**src/core/eep_pkg.sv**
```systemverilog
// ****************************************************************
// Shared constants for the encoder position emulation
// ****************************************************************
package eep_pkg;

   // Register indices (word addresses on the plain port)
   localparam logic [3:0] EEP_REG_FUNC    = 4'h0; // Output function
   localparam logic [3:0] EEP_REG_PPT     = 4'h1; // Pulses per turn
   localparam logic [3:0] EEP_REG_OFFS    = 4'h2; // Index angle offset
   localparam logic [3:0] EEP_REG_SERCFG  = 4'h3; // Serial word config
   localparam logic [3:0] EEP_REG_STATUS  = 4'h4; // Live status
   localparam logic [3:0] EEP_REG_CLKDIV  = 4'h5; // Serial rate setting

   // Output function codes
   localparam logic [3:0] EEP_FUNC_OFF    = 4'h0; // Outputs idle
   localparam logic [3:0] EEP_FUNC_INCR   = 4'h9; // Quadrature output
   localparam logic [3:0] EEP_FUNC_SERIAL = 4'hA; // Serial absolute

   // Resolution limits in pulses per turn
   localparam logic [19:0] EEP_PPT_RES_MIN  = 20'h00020; // Resolver
   localparam logic [19:0] EEP_PPT_RES_MAX  = 20'h01000;
   localparam logic [19:0] EEP_PPT_ENC_MIN  = 20'h00100; // Encoder
   localparam logic [19:0] EEP_PPT_ENC_MAX  = 20'h80000;
   localparam logic [19:0] EEP_PPT_SAFE_MAX = 20'h01000; // Safety
   localparam logic [19:0] EEP_PPT_RESET    = 20'h00400;

   // Serial word layout
   localparam int EEP_WORD_MAX    = 32; // Longest word in bits
   localparam int EEP_TURN_BITS   = 16; // Position-in-turn field
   localparam logic [4:0] EEP_REVW_MIN   = 5'h0C; // 12 bits
   localparam logic [4:0] EEP_REVW_MAX   = 5'h10; // 16 bits
   localparam logic [4:0] EEP_REVW_RESET = 5'h0C;

   // Serial rate: clock idle time that closes a frame
   localparam int   EEP_CLK_MHZ       = 10;
   localparam int   EEP_MONO_US       = 20; // Frame end timeout
   localparam int   EEP_MONO_CYC      = EEP_MONO_US * EEP_CLK_MHZ;
   localparam logic [15:0] EEP_CLKDIV_RESET = 16'h0008;

   // Status bit positions
   localparam int EEP_ST_BUSY = 0; // Serial frame in progress
   localparam int EEP_ST_PERR = 1; // Rejected resolution
   localparam int EEP_ST_RERR = 2; // Serial clock off rate

endpackage

```
**src/core/eep_sync.sv**
```systemverilog
`timescale 1ns/1ps
// ****************************************************************
// Two flip-flop level synchroniser, one per bit
// ****************************************************************
module eep_sync #(
   parameter int W = 1
) (
   input  wire logic         mclk_i,
   input  wire logic         resetn_i,
   input  wire logic [W-1:0] async_i,
   output logic      [W-1:0] sync_o
);
   logic [W-1:0] stage1; // Read only by stage two

   // First stage catches the level, second settles it
   always_ff @(posedge mclk_i or negedge resetn_i) begin
      if (!resetn_i) begin
         stage1 <= '0;
         sync_o <= '0;
      end else begin
         stage1 <= async_i;
         sync_o <= stage1;
      end
   end
endmodule

```
**src/core/eep_top.sv**
```systemverilog
`timescale 1ns/1ps
// ****************************************************************
// Encoder position emulation: quadrature or serial absolute output
// ****************************************************************
module eep_top
   import eep_pkg::*;
#(
   parameter int PW = 20 // Position-in-turn input width
) (
   input  wire logic          mclk_i,
   input  wire logic          resetn_i,
   input  wire logic [3:0]    reg_addr_i,
   input  wire logic [31:0]   reg_wdata_i,
   input  wire logic          reg_wr_i,
   input  wire logic          reg_rd_i,
   output logic      [31:0]   reg_rdata_o,
   input  wire logic [PW-1:0] shaft_angle_i,
   input  wire logic [15:0]   shaft_turns_i,
   input  wire logic          feedback_source_type_i,
   input  wire logic          safety_fitted_i,
   input  wire logic          ser_clk_i,
   output logic              ser_data_o,
   output logic              ser_data_oe_o,
   output logic              quad_a_o,
   output logic              quad_b_o,
   output logic              index_pulse_o
);

   // ****************************************************************
   // Registers
   // ****************************************************************
   logic [3:0]  emulation_function_select; // Written function
   logic [19:0] pulses_per_turn_setting;   // Written resolution
   logic [PW-1:0] index_pulse_angle_offset; // Index angle
   logic [4:0]  revolution_field_width;     // Written rev width
   logic        gray_sel;                   // 1 = Gray coding
   logic        dir_invert;                 // 1 = reverse count
   logic [15:0] ser_rate_div;               // Expected half period
   logic        ppt_err;                    // Sticky bad resolution
   logic        rate_err;                   // Sticky off-rate clock
   // Active copies, only updated at safe points
   logic [3:0]  act_func;
   logic [19:0] act_ppt;
   logic [4:0]  act_revw;
   logic        act_gray;
   logic        ser_busy;
   logic        quad_boundary;              // Whole pulse period done
   logic        ppt_ok;

   // Resolution check against feedback and safety option
   always_comb begin
      ppt_ok = 1'b1;
      if (!feedback_source_type_i) begin
         if (reg_wdata_i[19:0] < EEP_PPT_RES_MIN ||
             reg_wdata_i[19:0] > EEP_PPT_RES_MAX)
            ppt_ok = 1'b0;
      end else begin
         if (reg_wdata_i[19:0] < EEP_PPT_ENC_MIN ||
             reg_wdata_i[19:0] > EEP_PPT_ENC_MAX)
            ppt_ok = 1'b0;
      end
      // Only powers of two are binary resolutions
      if (safety_fitted_i && (reg_wdata_i[19:0] > EEP_PPT_SAFE_MAX ||
          (reg_wdata_i[19:0] & (reg_wdata_i[19:0] - 20'h1)) != 20'h0))
         ppt_ok = 1'b0;
   end

   // Software-written settings; a rejected resolution is not stored
   always_ff @(posedge mclk_i or negedge resetn_i) begin
      if (!resetn_i) begin
         emulation_function_select <= EEP_FUNC_OFF;
         pulses_per_turn_setting   <= EEP_PPT_RESET;
         index_pulse_angle_offset  <= '0;
         revolution_field_width    <= EEP_REVW_RESET;
         gray_sel                  <= 1'b0;
         dir_invert                <= 1'b0;
         ser_rate_div              <= EEP_CLKDIV_RESET;
      end else if (reg_wr_i) begin
         case (reg_addr_i)
            EEP_REG_FUNC:   emulation_function_select <= reg_wdata_i[3:0];
            EEP_REG_PPT: begin
               if (ppt_ok)
                  pulses_per_turn_setting <= reg_wdata_i[19:0];
            end
            EEP_REG_OFFS:
               index_pulse_angle_offset <= reg_wdata_i[PW-1:0];
            EEP_REG_SERCFG: begin
               // Width clamps into 12..16
               if (reg_wdata_i[4:0] < EEP_REVW_MIN)
                  revolution_field_width <= EEP_REVW_MIN;
               else if (reg_wdata_i[4:0] > EEP_REVW_MAX)
                  revolution_field_width <= EEP_REVW_MAX;
               else
                  revolution_field_width <= reg_wdata_i[4:0];
               gray_sel   <= reg_wdata_i[8];
               dir_invert <= reg_wdata_i[9];
            end
            EEP_REG_CLKDIV: ser_rate_div <= reg_wdata_i[15:0];
            default: ;
         endcase
      end
   end

   // Adopt new settings only when no frame or pulse is open
   always_ff @(posedge mclk_i or negedge resetn_i) begin
      if (!resetn_i) begin
         act_func <= EEP_FUNC_OFF;
         act_ppt  <= EEP_PPT_RESET;
         act_revw <= EEP_REVW_RESET;
         act_gray <= 1'b0;
      end else if (!ser_busy && quad_boundary) begin
         act_func <= emulation_function_select;
         act_ppt  <= pulses_per_turn_setting;
         act_revw <= revolution_field_width;
         act_gray <= gray_sel;
      end
   end

   // ****************************************************************
   // Shaft position, direction and index reference
   // ****************************************************************
   logic [PW-1:0] ang_rel; // Angle from index offset, count direction
   logic [PW-1:0] ang_raw;
   assign ang_raw = dir_invert ? PW'(~shaft_angle_i) : shaft_angle_i;
   assign ang_rel = PW'(ang_raw - index_pulse_angle_offset);

   // ****************************************************************
   // Quadrature output: edge index = angle * 4 * ppt / 2^PW
   // ****************************************************************
   logic [PW+21:0] edge_prod;
   logic [21:0]    edge_tgt;  // Target edge count within a turn
   logic [21:0]    edge_cnt;  // Emitted edge count
   logic [21:0]    edge_top;  // Edges per turn
   logic [21:0]    edge_dist; // Forward distance to target, modulo a turn
   assign edge_prod = ang_rel * {act_ppt, 2'b00};
   assign edge_tgt  = edge_prod[PW+21:PW];
   assign edge_top  = {act_ppt, 2'b00};
   assign quad_boundary = (edge_cnt[1:0] == 2'b00);
   // Distance taken modulo the turn, so a wrap past zero steps forward
   assign edge_dist = (edge_tgt >= edge_cnt) ? 22'(edge_tgt - edge_cnt) :
                      22'(edge_tgt + edge_top - edge_cnt);

   // Step one edge per clock toward the target, shortest way round
   always_ff @(posedge mclk_i or negedge resetn_i) begin
      if (!resetn_i) begin
         edge_cnt <= '0;
      end else if (act_func != EEP_FUNC_INCR) begin
         edge_cnt <= '0;
      end else if (edge_cnt != edge_tgt) begin
         if (edge_dist < {1'b0, edge_top[21:1]})
            edge_cnt <= (edge_cnt == 22'(edge_top - 22'h1)) ?
                        22'h0 : 22'(edge_cnt + 22'h1);
         else
            edge_cnt <= (edge_cnt == 22'h0) ?
                        22'(edge_top - 22'h1) : 22'(edge_cnt - 22'h1);
      end
   end

   // Gray sequence 00,10,11,01 puts A a quarter period ahead of B
   always_ff @(posedge mclk_i or negedge resetn_i) begin
      if (!resetn_i) begin
         quad_a_o      <= 1'b0;
         quad_b_o      <= 1'b0;
         index_pulse_o <= 1'b0;
      end else begin
         quad_a_o <= (act_func == EEP_FUNC_INCR) &
                     (edge_cnt[1] ^ edge_cnt[0]);
         quad_b_o <= (act_func == EEP_FUNC_INCR) & edge_cnt[1];
         // Index only in the A=B=1 quarter of the first period
         index_pulse_o <= (act_func == EEP_FUNC_INCR) &
                          (edge_cnt == 22'h2);
      end
   end

   // ****************************************************************
   // Serial absolute output
   // ****************************************************************
   logic       clk_s;       // Synchronised evaluator clock
   logic       clk_s_n;     // Inverted sample, so reset reads as idle high
   logic       clk_d;       // Previous sample for edge finding
   logic       clk_fall;
   logic       clk_rise;
   logic [31:0] shift_reg;  // Word being sent
   logic [5:0]  bits_left;
   logic [15:0] idle_cnt;   // Cycles since last clock edge
   logic [15:0] half_cnt;   // Cycles in current clock half
   logic [31:0] word_bin;
   logic [31:0] word_out;

   eep_sync #(.W(1)) u_clk_sync (
      .mclk_i   (mclk_i),
      .resetn_i (resetn_i),
      .async_i  (~ser_clk_i),
      .sync_o   (clk_s_n)
   );
   // Synchroniser resets low; inverting keeps reset at the idle level
   assign clk_s = ~clk_s_n;

   always_ff @(posedge mclk_i or negedge resetn_i) begin
      if (!resetn_i)
         clk_d <= 1'b1;
      else
         clk_d <= clk_s;
   end
   assign clk_fall = clk_d & ~clk_s;
   assign clk_rise = ~clk_d & clk_s;

   // Turns left-aligned in the word, then 16-bit turn field
   always_comb begin
      word_bin = ({16'h0, shaft_turns_i} << EEP_TURN_BITS) |
                 {16'h0, ang_rel[PW-1 -: EEP_TURN_BITS]};
      word_bin = word_bin << (5'h10 - act_revw);
      word_out = act_gray ? (word_bin ^ (word_bin >> 1)) : word_bin;
   end

   // First falling edge latches, rising edges advance MSB first
   always_ff @(posedge mclk_i or negedge resetn_i) begin
      if (!resetn_i) begin
         shift_reg     <= '0;
         bits_left     <= '0;
         ser_busy      <= 1'b0;
         ser_data_o    <= 1'b1;
         ser_data_oe_o <= 1'b0;
         idle_cnt      <= '0;
      end else if (act_func != EEP_FUNC_SERIAL) begin
         ser_busy      <= 1'b0;
         ser_data_oe_o <= 1'b0;
         ser_data_o    <= 1'b1;
         idle_cnt      <= '0;
      end else if (!ser_busy) begin
         ser_data_oe_o <= 1'b1;
         ser_data_o    <= 1'b1;
         if (clk_fall) begin
            shift_reg <= word_out;
            bits_left <= 6'(EEP_TURN_BITS) + 6'(act_revw);
            ser_busy  <= 1'b1;
            idle_cnt  <= '0;
         end
      end else begin
         if (clk_rise && bits_left != 6'h0) begin
            ser_data_o <= shift_reg[31];
            shift_reg  <= {shift_reg[30:0], 1'b0};
            bits_left  <= 6'(bits_left - 6'h1);
         end
         if (clk_rise || clk_fall)
            idle_cnt <= '0;
         else
            idle_cnt <= 16'(idle_cnt + 16'h1);
         // Clock resting high past the timeout ends the frame
         if (clk_s && idle_cnt >= 16'(EEP_MONO_CYC)) begin
            ser_busy   <= 1'b0;
            ser_data_o <= 1'b1;
         end
      end
   end

   // Flag a clock half shorter than the configured rate
   always_ff @(posedge mclk_i or negedge resetn_i) begin
      if (!resetn_i) begin
         half_cnt <= '0;
         rate_err <= 1'b0;
         ppt_err  <= 1'b0;
      end else begin
         if (clk_rise || clk_fall)
            half_cnt <= 16'h1; // Edge cycle is the first of the half
         else if (half_cnt != 16'hFFFF)
            half_cnt <= 16'(half_cnt + 16'h1);
         // Set wins over a clear in the same cycle
         if (ser_busy && (clk_rise || clk_fall) &&
             half_cnt < ser_rate_div)
            rate_err <= 1'b1;
         else if (reg_wr_i && reg_addr_i == EEP_REG_STATUS &&
                  reg_wdata_i[EEP_ST_RERR])
            rate_err <= 1'b0;
         if (reg_wr_i && reg_addr_i == EEP_REG_PPT && !ppt_ok)
            ppt_err <= 1'b1;
         else if (reg_wr_i && reg_addr_i == EEP_REG_STATUS &&
                  reg_wdata_i[EEP_ST_PERR])
            ppt_err <= 1'b0;
      end
   end

   // ****************************************************************
   // Read port, data one cycle after the strobe
   // ****************************************************************
   always_ff @(posedge mclk_i or negedge resetn_i) begin
      if (!resetn_i) begin
         reg_rdata_o <= '0;
      end else if (reg_rd_i) begin
         case (reg_addr_i)
            EEP_REG_FUNC:   reg_rdata_o <= {28'h0, emulation_function_select};
            EEP_REG_PPT:    reg_rdata_o <= {12'h0, pulses_per_turn_setting};
            EEP_REG_OFFS:   reg_rdata_o <= 32'(index_pulse_angle_offset);
            EEP_REG_SERCFG: reg_rdata_o <= {22'h0, dir_invert, gray_sel,
                                            3'h0, revolution_field_width};
            EEP_REG_STATUS: reg_rdata_o <= {29'h0, rate_err, ppt_err,
                                            ser_busy};
            EEP_REG_CLKDIV: reg_rdata_o <= {16'h0, ser_rate_div};
            default:        reg_rdata_o <= '0;
         endcase
      end else begin
         reg_rdata_o <= '0;
      end
   end

   // ****************************************************************
   // Checks
   // ****************************************************************
   AST_QUAD_GRAY: assert property (@(posedge mclk_i)
      disable iff (!resetn_i) !($changed(quad_a_o) && $changed(quad_b_o)))
      else $error("A and B changed together");
   AST_INDEX_AB: assert property (@(posedge mclk_i)
      disable iff (!resetn_i) index_pulse_o |-> (quad_a_o && quad_b_o))
      else $error("Index outside A=B=1");
   AST_INDEX_MODE: assert property (@(posedge mclk_i)
      disable iff (!resetn_i) (act_func != EEP_FUNC_INCR) |=> !index_pulse_o)
      else $error("Index outside quadrature mode");
   AST_PPT_SAFE: assert property (@(posedge mclk_i)
      disable iff (!resetn_i)
      (reg_wr_i && reg_addr_i == EEP_REG_PPT && safety_fitted_i &&
       reg_wdata_i[19:0] > EEP_PPT_SAFE_MAX)
      |=> $stable(pulses_per_turn_setting))
      else $error("Safety resolution limit broken");
   AST_LEN: assert property (@(posedge mclk_i)
      disable iff (!resetn_i) bits_left <= 6'(EEP_WORD_MAX))
      else $error("Serial word too long");
   AST_LATCH: assert property (@(posedge mclk_i)
      disable iff (!resetn_i)
      (!ser_busy && clk_fall && act_func == EEP_FUNC_SERIAL)
      |=> ser_busy && shift_reg == $past(word_out))
      else $error("Word not latched at first edge");
   AST_HOLD_CFG: assert property (@(posedge mclk_i)
      disable iff (!resetn_i)
      ser_busy |=> $stable(act_revw) && $stable(act_gray))
      else $error("Config changed inside a frame");
   AST_REVW: assert property (@(posedge mclk_i)
      disable iff (!resetn_i) revolution_field_width >= EEP_REVW_MIN &&
      revolution_field_width <= EEP_REVW_MAX)
      else $error("Revolution width out of range");
   AST_IDLE_OFF: assert property (@(posedge mclk_i)
      disable iff (!resetn_i) (act_func != EEP_FUNC_SERIAL) |=> !ser_data_oe_o)
      else $error("Serial driver on in wrong mode");

   COV_INDEX:  cover property (@(posedge mclk_i) index_pulse_o);
   COV_FRAME:  cover property (@(posedge mclk_i) $fell(ser_busy));
   COV_GRAY:   cover property (@(posedge mclk_i) ser_busy && act_gray);
   COV_RATE:   cover property (@(posedge mclk_i) $rose(rate_err));

endmodule

```
**config.mk**
```make
export PLATFORM = sky130hd
export DESIGN_NAME = eep_top
export DESIGN_NICKNAME = d
export VERILOG_FILES = /design/src/core/eep_pkg.sv /design/src/core/eep_sync.sv /design/src/core/eep_top.sv
export SDC_FILE = /design/constraint.sdc
export NUM_CORES = 2
export LEC_CHECK = 0
export BUFFER_PORTS_ARGS = -buffer_cell sky130_fd_sc_hd__buf_2
export CAP_MARGIN = 10
export CORE_MARGIN = 4
export CORE_UTILIZATION = 40
export DETAILED_ROUTE_END_ITERATION = 7
export PLACE_DENSITY = 0.65
export SETUP_SLACK_MARGIN = 0.2
export SKIP_LAST_GASP = 1
export SLEW_MARGIN = 5
export SYNTH_ARGS = -nofsm -noshare
export SYNTH_HDL_FRONTEND = slang
export SYNTH_HIERARCHICAL = 1
export SYNTH_SLANG_ARGS = --single-unit
```
**constraint.sdc**
```tcl
create_clock -name mclk_i -period 17.5 [get_ports mclk_i]
set_input_delay 2.625 -clock mclk_i [delete_from_list [all_inputs] [get_ports mclk_i]]
set_output_delay 2.625 -clock mclk_i [all_outputs]
set_load 0.01 [all_outputs]
```
==> flow_summary.toml <==
[place]
place_area_sq_mm = 0.03273
io_buffers = 91
place_congestion = 0.9168
dp_hpwl_microns = 71550

[grt]
met3_usage = 0.03558
grt_max_degree = 104
grt_usage = 0.2252
use_met2 = 0.3523
antenna_found_initial = 3
met1_usage = 0.3186
grt_pass1_vias = 25628
grt_overflow = 0
busiest_layer = "met2"
grt_pass1_wl_microns = 147000

[synthesis]
async_flop_share = 1.000
ys_ff_latch = 220
syn_area_per_cell_sq_um = 8.574
synth.distinct_cells = 99
synth-edff-count = 0
synth_flop_cell = "dfrtp_1"
ys_seq_area_frac = 0.1781
synth_cells = 3613
yosysWarnings = 6
syn_area_sq_mm = 0.03098

[sta]
finClkSkew_ns = 0.02398
hold_viol_final = 0
grt_setup_unrepaired = "no"
fmax_mhz = 60.61
max-slew-margin-rel = 0.2845
setup_viol = 0
period_needed_ns = 16.50
drv_slew = 0
period_share = 0.9428
worst_pin_slew_ns = 1.072
tns_ns = 0
hold_slack_ns = 0.3485

[drt]
via_count = 26111
wl_per_cell_microns = 19.91
wirelength_microns = 93350
antenna_left = 0
routed_via_density = 5.569
drc = 0
drtPass1Iterations = 6
drt_iter0_drc = 2056

[cts]
clkSinkCount = 220
clockRootBuffer = "clkbuf_16"
cts.path.max_buffers = 3
cts_made_buffers = 26
clkTransAtPathRegs_ns = 0.06
h-tree-depth = 1
post_cts_buffers = 0
clock_latency_ns = 0.58
cts_tree = "yes"

[critical_path]
crit_top_cell = "fa_1"
worstPathArrival_ns = 16.95
max_stage_delay_ns = 0.54
critPathCaptureType = "flip-flop"
required_ns = 17.95
critPathKind = "in -> reg"
cp-start-kind = "input port"
crit_path_max_fanout = 11
cp_slowest_cell = "fa_1"

[final_layout]
final_cell_area_sq_mm = 0.03371
nets = 4313
final.fill_count = 7535
drive_above_1_share = 0.1021
synthToLayoutAreaGrowth_pct = 8.829
largest_reg_flops = 32

[floorplan]
dieArea_sq_mm = 0.08196
start_util = 0.4058
num_io_pins = 116
num_rows = 101
core_sq_mm = 0.07633
die_h_microns = 286.3
fp.dieW_microns = 286.3

[status]
outcome = "finished clean"

[run]
max_cap_violations = 0

[worst_hold_path]
min_path_type = "reg -> reg"
-- worst max-delay path, delay by kind of cell --
kind	cells	cell delay (ns)
AOI/OAI and AO/OA	22	5.13
adders and majority gates	12	5.09
and+or+nand+nor	13	2.44
buffers and inverters	9	0.92
xor gates and xnor gates	2	0.46
muxes	1	0.22
-- Yosys cell counts (21+ instances only) --
master    number  area share
inv_1        487       0.059
nand2_1      432       0.052
fa_1         341        0.22
nor2_1       268       0.032
ha_1         257        0.10
dfrtp_1      211        0.17
clkbuf_1     170       0.021
a21oi_1      155       0.025
o21ai_0      155       0.025
xnor2_1      124       0.035
and2_1        95       0.019
mux2_2        75       0.027
nand3_1       75       0.012
xor2_1        66       0.019
nor3_1        57      0.0092
a21o_1        53       0.013
a22oi_1       40      0.0097
nand2b_1      38      0.0077
and3_1        37      0.0075
o211ai_1      30      0.0073
o21a_1        29      0.0070
a211oi_1      25      0.0061
mux2i_1       23      0.0074
nor2b_1       23      0.0046
nor4_1        23      0.0046
a31oi_1       21      0.0042
-- logic make-up (layout without fill, tap and decap cells) --
| group | after synthesis | count (layout) | synth area share |
|---|---|---|---|
| buffers and inverters | 693 | 724 | 0.08603 |
| AOI/OAI and AO/OA | 661 | 661 | 0.1407 |
| DFF | 220 | 220 | 0.1781 |
| muxes | 110 | 110 | 0.04342 |
| xor gates and xnor gates | 191 | 191 | 0.05425 |
| adders and majority gates | 598 | 598 | 0.3242 |
| other | 1 | 16 | 0.0001211 |
| and+or+nand+nor | 1139 | 1139 | 0.1732 |
-- cell usage in the layout, fill, tap and decap left out, types with 14 or more instances in the layout --
cell type / n
a211oi_1: 23
a21o_1: 53
a21oi_1: 151
a222oi_1: 14
a22oi_1: 40
a31oi_1: 21
and2_1: 94
and3_1: 37
buf_2: 90
buf_4: 88
clkbuf_16: 26
dfrtp_1: 210
fa_1: 341
ha_1: 256
inv_1: 487
mux2_2: 75
mux2i_1: 23
nand2_1: 431
nand2b_1: 38
nand3_1: 75
nand4_1: 18
nor2_1: 267
nor2b_1: 22
nor3_1: 56
nor4_1: 23
o211ai_1: 30
o21a_1: 29
o21ai_0: 154
o31ai_1: 14
or3_1: 16
xnor2_1: 120
xor2_1: 64
-- metal layers --
metal / part of all wire / up-vias
li1: - / 12013
met1: 0.44 / 12887
met2: 0.45 / 1027
met3: 0.077 / 180
met4: 0.040 / 4
met5: 0.00029 / -
-- worst paths after layout --
kind	from	end	slack, ns	depth (start not counted)
hold reg to reg	u_clk_sync/stage1	u_clk_sync/sync_o	0.35	0
min in group asynchronous	resetn_i	shift_reg[28]	2.09	1
max in group asynchronous	resetn_i	edge_cnt[0]	14.01	2
setup reg to reg	dir_invert	edge_cnt[7]	2.50	58
hold / removal	u_clk_sync/stage1	u_clk_sync/sync_o	0.35	0
setup / recovery	shaft_angle_i[1]	edge_cnt[7]	1.00	59
-- timing repair --
action                                 CTS  global route
endpoints found under the hold margin    0             0
hold buffers                             0             0
setup endpoints to repair                0            22
gates resized for setup                  0            12
-- per-stage QoR --
stage | instances | setup slack [ns] | utilization
floorplan | 3624 | 2.207 | -
global placement | 4638 | 0.4528 | 0.4288
detailed placement | 4638 | 0.2147 | 0.4288
CTS | 4685 | 0.7677 | 0.4409
global route | 4685 | 0.2114 | 0.4415
finish | 4689 | 1.001 | 0.4417
-- layout make-up --
cell class	instances	area [sq um]	share of cell area
diodes	4	10.01	0.0002969
well taps	1030	1289	0.03823
multi-input cells	2711	22960	0.6812
clock inverters	13	209.0	0.006198
inverters	497	1866	0.05534
repair buffers	180	1137	0.03374
clock buffers	34	720.7	0.02138
flip-flops and latches	220	5518	0.1637
Power is not shown: default switching activity piles up to over one toggle a cycle in this logic, so the estimate is an artifact.
